## src/verilog/rflw_pkg.sv

```systemverilog
package rflw_pkg;

  // --------------------------------------------------------------------------
  // data path
  // --------------------------------------------------------------------------
  localparam int unsigned DATA_W = 32;
  localparam int unsigned ADDR_W = 8;

  // limits are signed thousandths of the selected unit
  localparam logic signed [DATA_W-1:0] LIMIT_MAX = 32'sh3b9ac9ff;
  localparam logic signed [DATA_W-1:0] LIMIT_MIN = 32'shc4653601;

  // --------------------------------------------------------------------------
  // register map (byte addresses)
  // --------------------------------------------------------------------------
  localparam logic [ADDR_W-1:0] OFF_CTRL     = 8'h00;
  localparam logic [ADDR_W-1:0] OFF_ROUTE    = 8'h04;
  localparam logic [ADDR_W-1:0] OFF_REF_LOW  = 8'h08;
  localparam logic [ADDR_W-1:0] OFF_REF_HIGH = 8'h0c;
  localparam logic [ADDR_W-1:0] OFF_FEEDBACK_LOW_LIMIT   = 8'h10;
  localparam logic [ADDR_W-1:0] OFF_FEEDBACK_HIGH_LIMIT  = 8'h14;
  localparam logic [ADDR_W-1:0] OFF_STATUS   = 8'h18;

  // --------------------------------------------------------------------------
  // fields
  // --------------------------------------------------------------------------
  localparam int unsigned CTRL_LOOP_BIT     = 0;
  localparam int unsigned CTRL_REMOTE_BIT   = 1;
  localparam int unsigned CTRL_DEFAULTS_BIT = 2;
  localparam int unsigned STAT_EVAL_BIT     = 4;
  localparam int unsigned STAT_LOOP_BIT     = 5;

  localparam int unsigned NUM_WARN      = 4;
  localparam int unsigned WARN_REF_LOW  = 0;
  localparam int unsigned WARN_REF_HIGH = 1;
  localparam int unsigned WARN_FEEDBACK_LOW_LIMIT   = 2;
  localparam int unsigned WARN_FEEDBACK_HIGH_LIMIT  = 3;

  // route: one 4-bit warning mask per output, signal outputs first
  localparam int unsigned NUM_SIG_OUT = 2;
  localparam int unsigned NUM_RELAY   = 2;
  localparam int unsigned NUM_ROUTE   = NUM_SIG_OUT + NUM_RELAY;
  localparam logic [DATA_W-1:0] ROUTE_RESET = 32'h0000_0000;

  // --------------------------------------------------------------------------
  // types
  // --------------------------------------------------------------------------
  typedef enum logic {
    loop_open   = 1'b0,
    loop_closed = 1'b1
  } rflw_loop_t;

  typedef enum logic [3:0] {
    st_stopped   = 4'h1,
    st_ramp_up   = 4'h2,
    st_active    = 4'h4,
    st_ramp_down = 4'h8
  } rflw_state_t;

endpackage

```

## src/verilog/rflw_monitor.sv

```systemverilog
`timescale 1ns/10ps
// Functional notes
// reference-low warns while the remote reference is below a low limit bounded below by -999,999.999.
// reference-high warns while the resulting reference exceeds a high limit capped at 999,999.999.
// feedback-low warns while feedback is below a low limit that cannot pass the high one.
// feedback-high warns while feedback exceeds a high limit capped at 999,999.999.
// all warnings stay off during ramp-up, ramp-down and while stopped.
// warnings are evaluated only after the output has reached the reference.
// each warning can be routed to the signal outputs and the relay outputs.
// reference limits count only while the remote reference is selected.
// the high feedback limit is held between the low feedback limit and 999,999.999.
// restoring defaults puts the reference limits at +/-999,999.999.
// reference limits are in hertz in open loop and process units in closed loop.
// selector value 0 is open loop and value 1 is closed loop.
// comparisons are strict and a warning drops as soon as its cause is gone.
module rflw_monitor (
  // clock and reset
  input  wire logic                                 mclk_in,
  input  wire logic                                 srst_in,
  // apb slave
  input  wire logic                                 psel_in,
  input  wire logic                                 penable_in,
  input  wire logic                                 pwrite_in,
  input  wire logic [rflw_pkg::ADDR_W-1:0]          paddr_in,
  input  wire logic [rflw_pkg::DATA_W-1:0]          pwdata_in,
  output logic      [rflw_pkg::DATA_W-1:0]          prdata_out,
  output logic                                      pready_out,
  output logic                                      pslverr_out,
  // drive state
  input  wire logic                                 run_cmd_in,
  input  wire logic                                 at_ref_in,
  input  wire logic                                 drive_stopped_in,
  // monitored values
  input  wire logic signed [rflw_pkg::DATA_W-1:0]   remote_ref_in,
  input  wire logic signed [rflw_pkg::DATA_W-1:0]   result_ref_in,
  input  wire logic signed [rflw_pkg::DATA_W-1:0]   feedback_in,
  // warnings and routed outputs
  output logic      [rflw_pkg::NUM_WARN-1:0]        warn_out,
  output logic      [rflw_pkg::NUM_SIG_OUT-1:0]     sig_out,
  output logic      [rflw_pkg::NUM_RELAY-1:0]       relay_out,
  output logic                                      unit_hz_out
);

  localparam int DW = rflw_pkg::DATA_W;
  localparam int NW = rflw_pkg::NUM_WARN;

  // --------------------------------------------------------------------------
  // limit clamp
  // --------------------------------------------------------------------------
  function automatic logic signed [DW-1:0] clamp(input logic signed [DW-1:0] v,
                                                 input logic signed [DW-1:0] lo,
                                                 input logic signed [DW-1:0] hi);
    logic signed [DW-1:0] r;
    r = v;
    if (v < lo) begin
      r = lo;
    end else if (v > hi) begin
      r = hi;
    end
    return r;
  endfunction

  // --------------------------------------------------------------------------
  // apb access
  // --------------------------------------------------------------------------
  rflw_pkg::rflw_loop_t  loop_mode;
  logic                  remote_sel;
  logic [DW-1:0]         route;
  logic signed [DW-1:0]  ref_low;
  logic signed [DW-1:0]  ref_high;
  logic signed [DW-1:0]  feedback_low_limit;
  logic signed [DW-1:0]  feedback_high_limit;
  logic [DW-1:0]         rd_word;
  logic                  addr_hit;
  logic [DW-1:0]         status_word;
  logic [NW-1:0]         warn_raw;

  // one wait state: pready rises in the second access cycle
  wire logic acc_req  = psel_in && penable_in && !pready_out;
  wire logic acc_done = psel_in && penable_in && pready_out;
  wire logic wr_done  = acc_done && pwrite_in;
  wire logic signed [DW-1:0] wdata = $signed(pwdata_in);

  wire logic wr_ctrl     = wr_done && (paddr_in == rflw_pkg::OFF_CTRL);
  wire logic wr_route    = wr_done && (paddr_in == rflw_pkg::OFF_ROUTE);
  wire logic wr_ref_low  = wr_done && (paddr_in == rflw_pkg::OFF_REF_LOW);
  wire logic wr_ref_high = wr_done && (paddr_in == rflw_pkg::OFF_REF_HIGH);
  wire logic wr_feedback_low_limit   = wr_done && (paddr_in == rflw_pkg::OFF_FEEDBACK_LOW_LIMIT);
  wire logic wr_feedback_high_limit  = wr_done && (paddr_in == rflw_pkg::OFF_FEEDBACK_HIGH_LIMIT);
  wire logic restore     = wr_ctrl && pwdata_in[rflw_pkg::CTRL_DEFAULTS_BIT];

  always_comb begin
    rd_word  = '0;
    addr_hit = 1'b1;
    if (paddr_in == rflw_pkg::OFF_CTRL) begin
      rd_word[rflw_pkg::CTRL_LOOP_BIT]   = loop_mode;
      rd_word[rflw_pkg::CTRL_REMOTE_BIT] = remote_sel;
    end else if (paddr_in == rflw_pkg::OFF_ROUTE) begin
      rd_word = route;
    end else if (paddr_in == rflw_pkg::OFF_REF_LOW) begin
      rd_word = ref_low;
    end else if (paddr_in == rflw_pkg::OFF_REF_HIGH) begin
      rd_word = ref_high;
    end else if (paddr_in == rflw_pkg::OFF_FEEDBACK_LOW_LIMIT) begin
      rd_word = feedback_low_limit;
    end else if (paddr_in == rflw_pkg::OFF_FEEDBACK_HIGH_LIMIT) begin
      rd_word = feedback_high_limit;
    end else if (paddr_in == rflw_pkg::OFF_STATUS) begin
      rd_word = status_word;
    end else begin
      addr_hit = 1'b0;
    end
  end

  always_ff @(posedge mclk_in) begin
    if (srst_in) begin
      pready_out  <= 1'b0;
      pslverr_out <= 1'b0;
      prdata_out  <= '0;
    end else begin
      pready_out  <= acc_req;
      pslverr_out <= acc_req && !addr_hit;
      prdata_out  <= (acc_req && !pwrite_in) ? rd_word : '0;
    end
  end

  // --------------------------------------------------------------------------
  // control registers
  // --------------------------------------------------------------------------
  always_ff @(posedge mclk_in) begin
    if (srst_in) begin
      loop_mode  <= rflw_pkg::loop_open;
      remote_sel <= 1'b1;
      route      <= rflw_pkg::ROUTE_RESET;
    end else begin
      if (wr_ctrl) begin
        loop_mode  <= rflw_pkg::rflw_loop_t'(pwdata_in[rflw_pkg::CTRL_LOOP_BIT]);
        remote_sel <= pwdata_in[rflw_pkg::CTRL_REMOTE_BIT];
      end
      if (wr_route) begin
        route <= pwdata_in;
      end
    end
  end

  // each limit is clamped against its partner so low never passes high
  always_ff @(posedge mclk_in) begin
    if (srst_in || restore) begin
      ref_low             <= rflw_pkg::LIMIT_MIN;
      ref_high            <= rflw_pkg::LIMIT_MAX;
      feedback_low_limit  <= rflw_pkg::LIMIT_MIN;
      feedback_high_limit <= rflw_pkg::LIMIT_MAX;
    end else begin
      if (wr_ref_low) begin
        ref_low <= clamp(wdata, rflw_pkg::LIMIT_MIN, ref_high);
      end
      if (wr_ref_high) begin
        ref_high <= clamp(wdata, ref_low, rflw_pkg::LIMIT_MAX);
      end
      if (wr_feedback_low_limit) begin
        feedback_low_limit <= clamp(wdata, rflw_pkg::LIMIT_MIN, feedback_high_limit);
      end
      if (wr_feedback_high_limit) begin
        feedback_high_limit <= clamp(wdata, feedback_low_limit, rflw_pkg::LIMIT_MAX);
      end
    end
  end

  // --------------------------------------------------------------------------
  // run state and suppression
  // --------------------------------------------------------------------------
  rflw_pkg::rflw_state_t state;
  rflw_pkg::rflw_state_t next_state;

  always_comb begin
    next_state = state;
    case (state)
      rflw_pkg::st_stopped: begin
        if (run_cmd_in) begin
          next_state = rflw_pkg::st_ramp_up;
        end
      end
      rflw_pkg::st_ramp_up: begin
        if (!run_cmd_in) begin
          next_state = rflw_pkg::st_ramp_down;
        end else if (at_ref_in) begin
          next_state = rflw_pkg::st_active;
        end
      end
      rflw_pkg::st_active: begin
        if (!run_cmd_in) begin
          next_state = rflw_pkg::st_ramp_down;
        end
      end
      rflw_pkg::st_ramp_down: begin
        if (run_cmd_in) begin
          next_state = rflw_pkg::st_ramp_up;
        end else if (drive_stopped_in) begin
          next_state = rflw_pkg::st_stopped;
        end
      end
      default: begin
        next_state = rflw_pkg::st_stopped;
      end
    endcase
  end

  always_ff @(posedge mclk_in) begin
    if (srst_in) begin
      state <= rflw_pkg::st_stopped;
    end else begin
      state <= next_state;
    end
  end

  wire logic eval     = (state == rflw_pkg::st_active);
  wire logic ref_eval = eval && remote_sel;

  // --------------------------------------------------------------------------
  // comparators
  // --------------------------------------------------------------------------
  // limits are plain numbers; the unit follows the loop mode
  rflw_limit_cmp #(.W(DW)) u_ref_cmp (
    .mclk_in       (mclk_in),
    .srst_in       (srst_in),
    .eval_in       (ref_eval),
    .low_val_in    (remote_ref_in),
    .high_val_in   (result_ref_in),
    .low_limit_in  (ref_low),
    .high_limit_in (ref_high),
    .low_warn_out  (warn_raw[rflw_pkg::WARN_REF_LOW]),
    .high_warn_out (warn_raw[rflw_pkg::WARN_REF_HIGH])
  );

  rflw_limit_cmp #(.W(DW)) u_fb_cmp (
    .mclk_in       (mclk_in),
    .srst_in       (srst_in),
    .eval_in       (eval),
    .low_val_in    (feedback_in),
    .high_val_in   (feedback_in),
    .low_limit_in  (feedback_low_limit),
    .high_limit_in (feedback_high_limit),
    .low_warn_out  (warn_raw[rflw_pkg::WARN_FEEDBACK_LOW_LIMIT]),
    .high_warn_out (warn_raw[rflw_pkg::WARN_FEEDBACK_HIGH_LIMIT])
  );

  assign warn_out = warn_raw;

  always_comb begin
    status_word = '0;
    status_word[NW-1:0] = warn_raw;
    status_word[rflw_pkg::STAT_EVAL_BIT] = eval;
    status_word[rflw_pkg::STAT_LOOP_BIT] = loop_mode;
  end

  // --------------------------------------------------------------------------
  // output routing
  // --------------------------------------------------------------------------
  logic [rflw_pkg::NUM_ROUTE-1:0] route_hit;

  generate
    for (genvar i = 0; i < rflw_pkg::NUM_ROUTE; i++) begin : g_route
      assign route_hit[i] = |(route[i*NW +: NW] & warn_raw);
    end
  endgenerate

  always_ff @(posedge mclk_in) begin
    if (srst_in) begin
      sig_out     <= '0;
      relay_out   <= '0;
      unit_hz_out <= 1'b1;
    end else begin
      sig_out     <= route_hit[rflw_pkg::NUM_SIG_OUT-1:0];
      relay_out   <= route_hit[rflw_pkg::NUM_ROUTE-1:rflw_pkg::NUM_SIG_OUT];
      unit_hz_out <= (loop_mode == rflw_pkg::loop_open);
    end
  end

  // --------------------------------------------------------------------------
  // checks
  // --------------------------------------------------------------------------
  a_warn_suppressed: assert property (
    @(posedge mclk_in) disable iff (srst_in)
    (state != rflw_pkg::st_active) |=> (warn_out == '0))
    else $error("warning raised outside active state");

  a_eval_after_ref: assert property (
    @(posedge mclk_in) disable iff (srst_in)
    (state == rflw_pkg::st_ramp_up && run_cmd_in && at_ref_in)
      |=> (state == rflw_pkg::st_active))
    else $error("evaluation not enabled at reference");

  a_route_sig0: assert property (
    @(posedge mclk_in) disable iff (srst_in)
    (|(route[NW-1:0] & warn_out)) |=> sig_out[0])
    else $error("routed warning missing on signal output");

  a_ref_local_off: assert property (
    @(posedge mclk_in) disable iff (srst_in)
    !remote_sel |=> !warn_out[rflw_pkg::WARN_REF_LOW] && !warn_out[rflw_pkg::WARN_REF_HIGH])
    else $error("reference warning while local reference");

  a_feedback_high_limit_order: assert property (
    @(posedge mclk_in) disable iff (srst_in)
    feedback_high_limit >= feedback_low_limit && feedback_high_limit <= rflw_pkg::LIMIT_MAX)
    else $error("feedback high limit out of range");

  a_ref_low_order: assert property (
    @(posedge mclk_in) disable iff (srst_in)
    ref_low <= ref_high && ref_low >= rflw_pkg::LIMIT_MIN)
    else $error("reference low limit out of range");

  a_restore_limits: assert property (
    @(posedge mclk_in) disable iff (srst_in)
    restore |=> ref_high == rflw_pkg::LIMIT_MAX && ref_low == rflw_pkg::LIMIT_MIN)
    else $error("defaults not restored");

  a_loop_decode: assert property (
    @(posedge mclk_in) disable iff (srst_in)
    wr_ctrl |=> ##1 (unit_hz_out == !$past(pwdata_in[rflw_pkg::CTRL_LOOP_BIT], 2)))
    else $error("loop selector decoded wrongly");

  c_reach_active: cover property (
    @(posedge mclk_in) disable iff (srst_in)
    state == rflw_pkg::st_ramp_up ##1 state == rflw_pkg::st_active);

  c_ref_low_warn: cover property (
    @(posedge mclk_in) disable iff (srst_in) warn_out[rflw_pkg::WARN_REF_LOW]);

  c_feedback_high_limit_relay: cover property (
    @(posedge mclk_in) disable iff (srst_in)
    warn_out[rflw_pkg::WARN_FEEDBACK_HIGH_LIMIT] ##1 relay_out[0]);

  c_restore: cover property (
    @(posedge mclk_in) disable iff (srst_in) restore);

endmodule // rflw_monitor

```

## src/verilog/rflw_limit_cmp.sv

```systemverilog
`timescale 1ns/10ps
module rflw_limit_cmp #(
  parameter int W = rflw_pkg::DATA_W
) (
  // clock and reset
  input  wire logic                mclk_in,
  input  wire logic                srst_in,
  // compare request
  input  wire logic                eval_in,
  input  wire logic signed [W-1:0] low_val_in,
  input  wire logic signed [W-1:0] high_val_in,
  input  wire logic signed [W-1:0] low_limit_in,
  input  wire logic signed [W-1:0] high_limit_in,
  // warnings
  output logic                     low_warn_out,
  output logic                     high_warn_out
);

  wire logic below = low_val_in < low_limit_in;
  wire logic above = high_val_in > high_limit_in;

  always_ff @(posedge mclk_in) begin
    if (srst_in) begin
      low_warn_out  <= 1'b0;
      high_warn_out <= 1'b0;
    end else begin
      low_warn_out  <= eval_in && below;
      high_warn_out <= eval_in && above;
    end
  end

  // --------------------------------------------------------------------------
  // checks
  // --------------------------------------------------------------------------
  a_low_warn_set: assert property (
    @(posedge mclk_in) disable iff (srst_in)
    (eval_in && low_val_in < low_limit_in) |=> low_warn_out)
    else $error("low warning missed");

  a_high_warn_clr: assert property (
    @(posedge mclk_in) disable iff (srst_in)
    (!eval_in || high_val_in <= high_limit_in) |=> !high_warn_out)
    else $error("high warning not cleared");

endmodule // rflw_limit_cmp

```

## config.mk

```make
export PLATFORM = sky130hd
export DESIGN_NAME = rflw_monitor
export DESIGN_NICKNAME = d
export VERILOG_FILES = /design/src/verilog/rflw_pkg.sv /design/src/verilog/rflw_monitor.sv /design/src/verilog/rflw_limit_cmp.sv
export SDC_FILE = /design/constraint.sdc
export NUM_CORES = 1
export LEC_CHECK = 0
export ABC_CLOCK_PERIOD_IN_PS = 3600
export BUFFER_PORTS_ARGS = -buffer_cell sky130_fd_sc_hd__buf_2
export CAP_MARGIN = 30
export CORE_ASPECT_RATIO = 1.75
export CORE_MARGIN = 5
export CORE_UTILIZATION = 50
export CTS_CLUSTER_DIAMETER = 100
export DETAILED_ROUTE_END_ITERATION = 8
export GPL_ROUTABILITY_DRIVEN = 0
export GPL_TIMING_DRIVEN = 0
export PLACE_DENSITY = 0.74
export SYNTH_ARGS = -nofsm -noshare
export SYNTH_HDL_FRONTEND = slang
export SYNTH_SLANG_ARGS = --single-unit
```

## constraint.sdc

```tcl
create_clock -name mclk_in -period 3.6 [get_ports mclk_in]
set_clock_uncertainty 0.15 [all_clocks]
set_input_delay 0.18 -clock mclk_in [delete_from_list [all_inputs] [get_ports mclk_in]]
set_output_delay 0.18 -clock mclk_in [all_outputs]
set_load 0.05 [all_outputs]
```

==> metrics.md <==
| Metric | Value |
|---|---|
| Post-synth EDFFs | `0` |
| Int Pwr | `roughly 3.9 mW` |
| Combinational Power Share | `0.169` |
| Routed WL | `roughly 60000 microns` |
| GRT overflow | `0` |
| Sequential power share | `0.425` |
| Setup Viol. Count Final | `0` |
| Sw frac | `0.283` |
| Post-synthesis mux area share | `0.0563` |
| Synth Area in Compound Gates | `0.247` |
| Cell-by-cell trace of the critical path | `inv_1 > ha_1 > nand4_1 > a2111oi_2 > or4_1 > a21oi_1 > nor2_1 > buf_2 > mux2i_1 > o22ai_1` |
| Vias in the first global route | `between 15000 and 20000` |
| Row count | `84` |
| Average wire per standard cell | `23.9 microns` |
| Synth Area in Adders | `0.206` |
| Synth top area share | `0.274` |
| M1 WL | `approximately 20000 microns` |
| Worst EP required | `between 3 and 4 ns` |
| Via count | `about 16000` |
| Ys Warns | `0` |
| Most common cell in the synthesized netlist | `ha_1` |
| Cts bufs inserted | `21` |
| FF+latch count, synth | `209` |
| Cell taking the most area after synthesis | `dfxtp_1` |
| Power after layout | `roughly 5.5 mW` |
| Synth-to-Final Area Change | `16.3%` |
| Setup total negative slack | `0 ns` |
| Run status | `finished, final reports clean` |
| Fin nets | `2494` |
| Most used DFF post-synth | `dfxtp_1` |
| Seq/Total Area, Yosys | `0.274` |
| Slowest stage delay, CP | `between 0.5 and 0.6 ns` |
| Post-DP HPWL | `between 40000 and 50000 microns` |
| Async set-reset flop share out of synthesis | `0` |
| Met3 wire len | `4770 microns` |
| DIE AREA | `34300 sq um` |
| Mapped Nets | `roughly 2200` |
| Uppermost layer routed | `met5` |
| Final period util | `0.986` |
| Clock transition at path regs | `roughly 0.07 ns` |
| Initial core utilization | `0.507` |
| Die H | `~240 microns` |
| Fin cells | `approximately 2500` |
| DR iter-0 viols | `1757` |
| Slowest cell on crit path | `a2111oi_2` |
| Switching component of the power | `about 1.6 mW` |
| Fin. Hold Viols | `0` |
| Pins Over Slew Limit | `0` |
| Clock Latency Late Sink | `between 0.5 and 0.6 ns` |
| Startpoint Class | `flip-flop` |
| CP endpoint kind | `flip-flop` |
| Worst vdd ir | `roughly 0.32 mV` |
| Yosys cell types | `between 60 and 70` |
| Simple-gate share of the synthesized area | `0.156` |
| Max Cap Viol | `0` |
| Arrival @ worst endpoint | `between 3 and 4 ns` |
| Crit path kind | `reg -> reg` |
| Fraction of layout cells with a size suffix above 1 | `0.123` |
| Drt pass-1 iters | `9` |
| CTS Sinks | `209` |
| DRC Markers | `0` |
| Die X | `around 140 microns` |
| Syn_area_per_cell | `slightly above 8 sq um` |
| Maximum number of pins on one net before global-route repair | `15` |
| Via/cell ratio | `between 6 and 7` |
| Initial antenna violation count | `3` |
| Root Buffer | `clkbuf_16` |
| Slew of the pin with the lowest slew margin | `1.05 ns` |
| WL met2 | `approximately 28000 microns` |
| Main combinational cell family by area after synthesis | `compound AO/OA/AOI/OAI gates` |
| Pwr/cell area | `a little over 300 nW/um^2` |
| RSZ-0062 raised after global routing | `no` |
| Cells after DPL | `between 2000 and 2500` |
| Post-synth top cells | `ha_1 (252), dfxtp_1 (209), a21oi_1 (190), nand2_1 (143), inv_1 (136)` |
| Post-layout util | `0.590` |
| Worst slew margin | `0.293` |
| Crit-path max FO | `10` |
| Syn Std Cell Area | `15300 sq um` |
| Antenna Nets Post-Route | `0` |
| H-tree depth | `1` |
| CTS tree | `done` |
| Tot GR Track Use | `0.336` |
| F_max | `0.282 GHz` |
| First-pass GRT wire length | `a little under 90000 microns` |
| Post-Syn Instances | `approximately 1900` |
| Static Leakage | `about 8 nW` |
| Top post-synthesis cells by area | `dfxtp_1 (27%), ha_1 (21%), a21oi_1 (6.2%), mux2i_1 (5.6%), nand2_1 (3.5%)` |
| Clock tree buffer depth | `3` |
| Port Buffers | `roughly 180` |
| Post-Synth XOR/XNOR Area | `0.000573` |
| Hold Crit Class | `in -> reg` |
| Io pins | `187` |
| Period minus WS final | `about 3.5 ns` |
| Core area | `between 30000 and 40000 sq um` |
| Clock share of power | `0.407` |
## stage by stage
step	setup slack (ns)	cell area [sq um]	hold slack [ns]
after floorplan	0.827	15300	0.126
after global placement	-0.440	16700	0.234
after detailed placement	-0.505	16700	0.243
after CTS	0.00315	17800	0.00925
after global routing	0.00844	17800	0.0213
final	0.0512	17800	0.0240
## logic make-up after synthesis
logic type                 after synthesis
xor gates and xnor gates                 1
buffers and inverters                  236
muxes                                   86
AOI/OAI and AO/OA                      585
and+or+nand+nor                        483
DFF                                    209
adders and majority gates              252
## worst max-delay path, delay by kind of cell, from the launching register on
family / cells / cell delay [ns]
buffers and inverters: 2 / 0.57
muxes: 1 / 0.27
and+or+nand+nor: 3 / 0.94
adders and majority gates: 1 / 0.32
DFF: 1 / 0.42
AOI/OAI and AO/OA: 3 / 0.72
## sequential cells by signal, indices dropped and copies added, names as in the netlist, 2 cells and up
name,count
prdata_out,32
ref_high,32
feedback_low_limit,32
relay_out,2
state,4
feedback_high_limit,32
route,32
ref_low,32
sig_out,2
## path summary, 6_finish.rpt
path | slack [ns] | to | startpoint | cells after the start
worst min register to register | 0.29 | unit_hz_out | loop_mode | 1
worst max-delay path | 0.05 | feedback_low_limit[29] | feedback_high_limit[14] | 10
worst min-delay path | 0.02 | feedback_high_limit[0] | pwdata_in[0] | 3
worst max register to register | 0.05 | feedback_low_limit[29] | feedback_high_limit[14] | 10
## repair_timing
| item | CTS | global route |
|---|---|---|
| hold buffers | 35 | 0 |
| endpoints found under the hold margin | 82 | 0 |
| buffers inserted | 0 | 1 |
| cloned | 0 | 0 |
| endpoints found under the setup margin | 57 | 12 |
| gates resized for setup | 10 | 4 |
| pin swaps | 0 | 1 |
## cell type report
cell class | count | area [sq um]
Multi-Input combinational cell | 1407 | 10200
Fill cell | 2707 | 12400
Tap cell | 387 | 484
Buffer | 99 | 408
Timing Repair Buffer | 223 | 1290
Sequential cell | 209 | 4180
Clock inverter | 7 | 88.8
Antenna cell | 1 | 2.50
Clock buffer | 25 | 571
Inverter | 137 | 514
## power by group through the flow
| stage | logic (mW) | registers [mW] | clock network [mW] |
|---|---|---|---|
| after floorplan | 0.517 | 2.39 | 0 |
| after global placement | 0.832 | 2.39 | 0 |
| after detailed placement | 0.864 | 2.39 | 0 |
| after CTS | 0.902 | 2.34 | 2.22 |
| after global routing | 1.00 | 2.34 | 2.31 |
| final | 0.928 | 2.34 | 2.24 |
## cell usage in the layout (no fill, tap or decap), types with 6 or more instances in the layout
cell type,count
a2111oi_0,6
a211oi_1,32
a21o_1,31
a21oi_1,188
a221o_1,20
a221oi_1,43
a22oi_1,32
buf_2,198
buf_4,6
clkbuf_1,75
clkbuf_16,21
dfxtp_1,209
dlygate4sd3_1,35
ha_1,252
inv_1,136
mux2i_1,86
nand2_1,143
nand2b_1,17
nand3_1,32
nand4_1,43
nor2_1,116
nor2b_1,19
nor3_1,21
nor4_1,35
o21a_1,6
o21ai_0,54
o21ai_1,56
o221ai_1,28
o22ai_1,43
or3_1,23
## metal layers
layer  up-vias  track usage
met5         -            0
met4         2        0.316
met3       368       0.0535
met2      1040        0.574
met1      7461        0.344
li1       7437            -
Power figures use the tool's default switching activity.
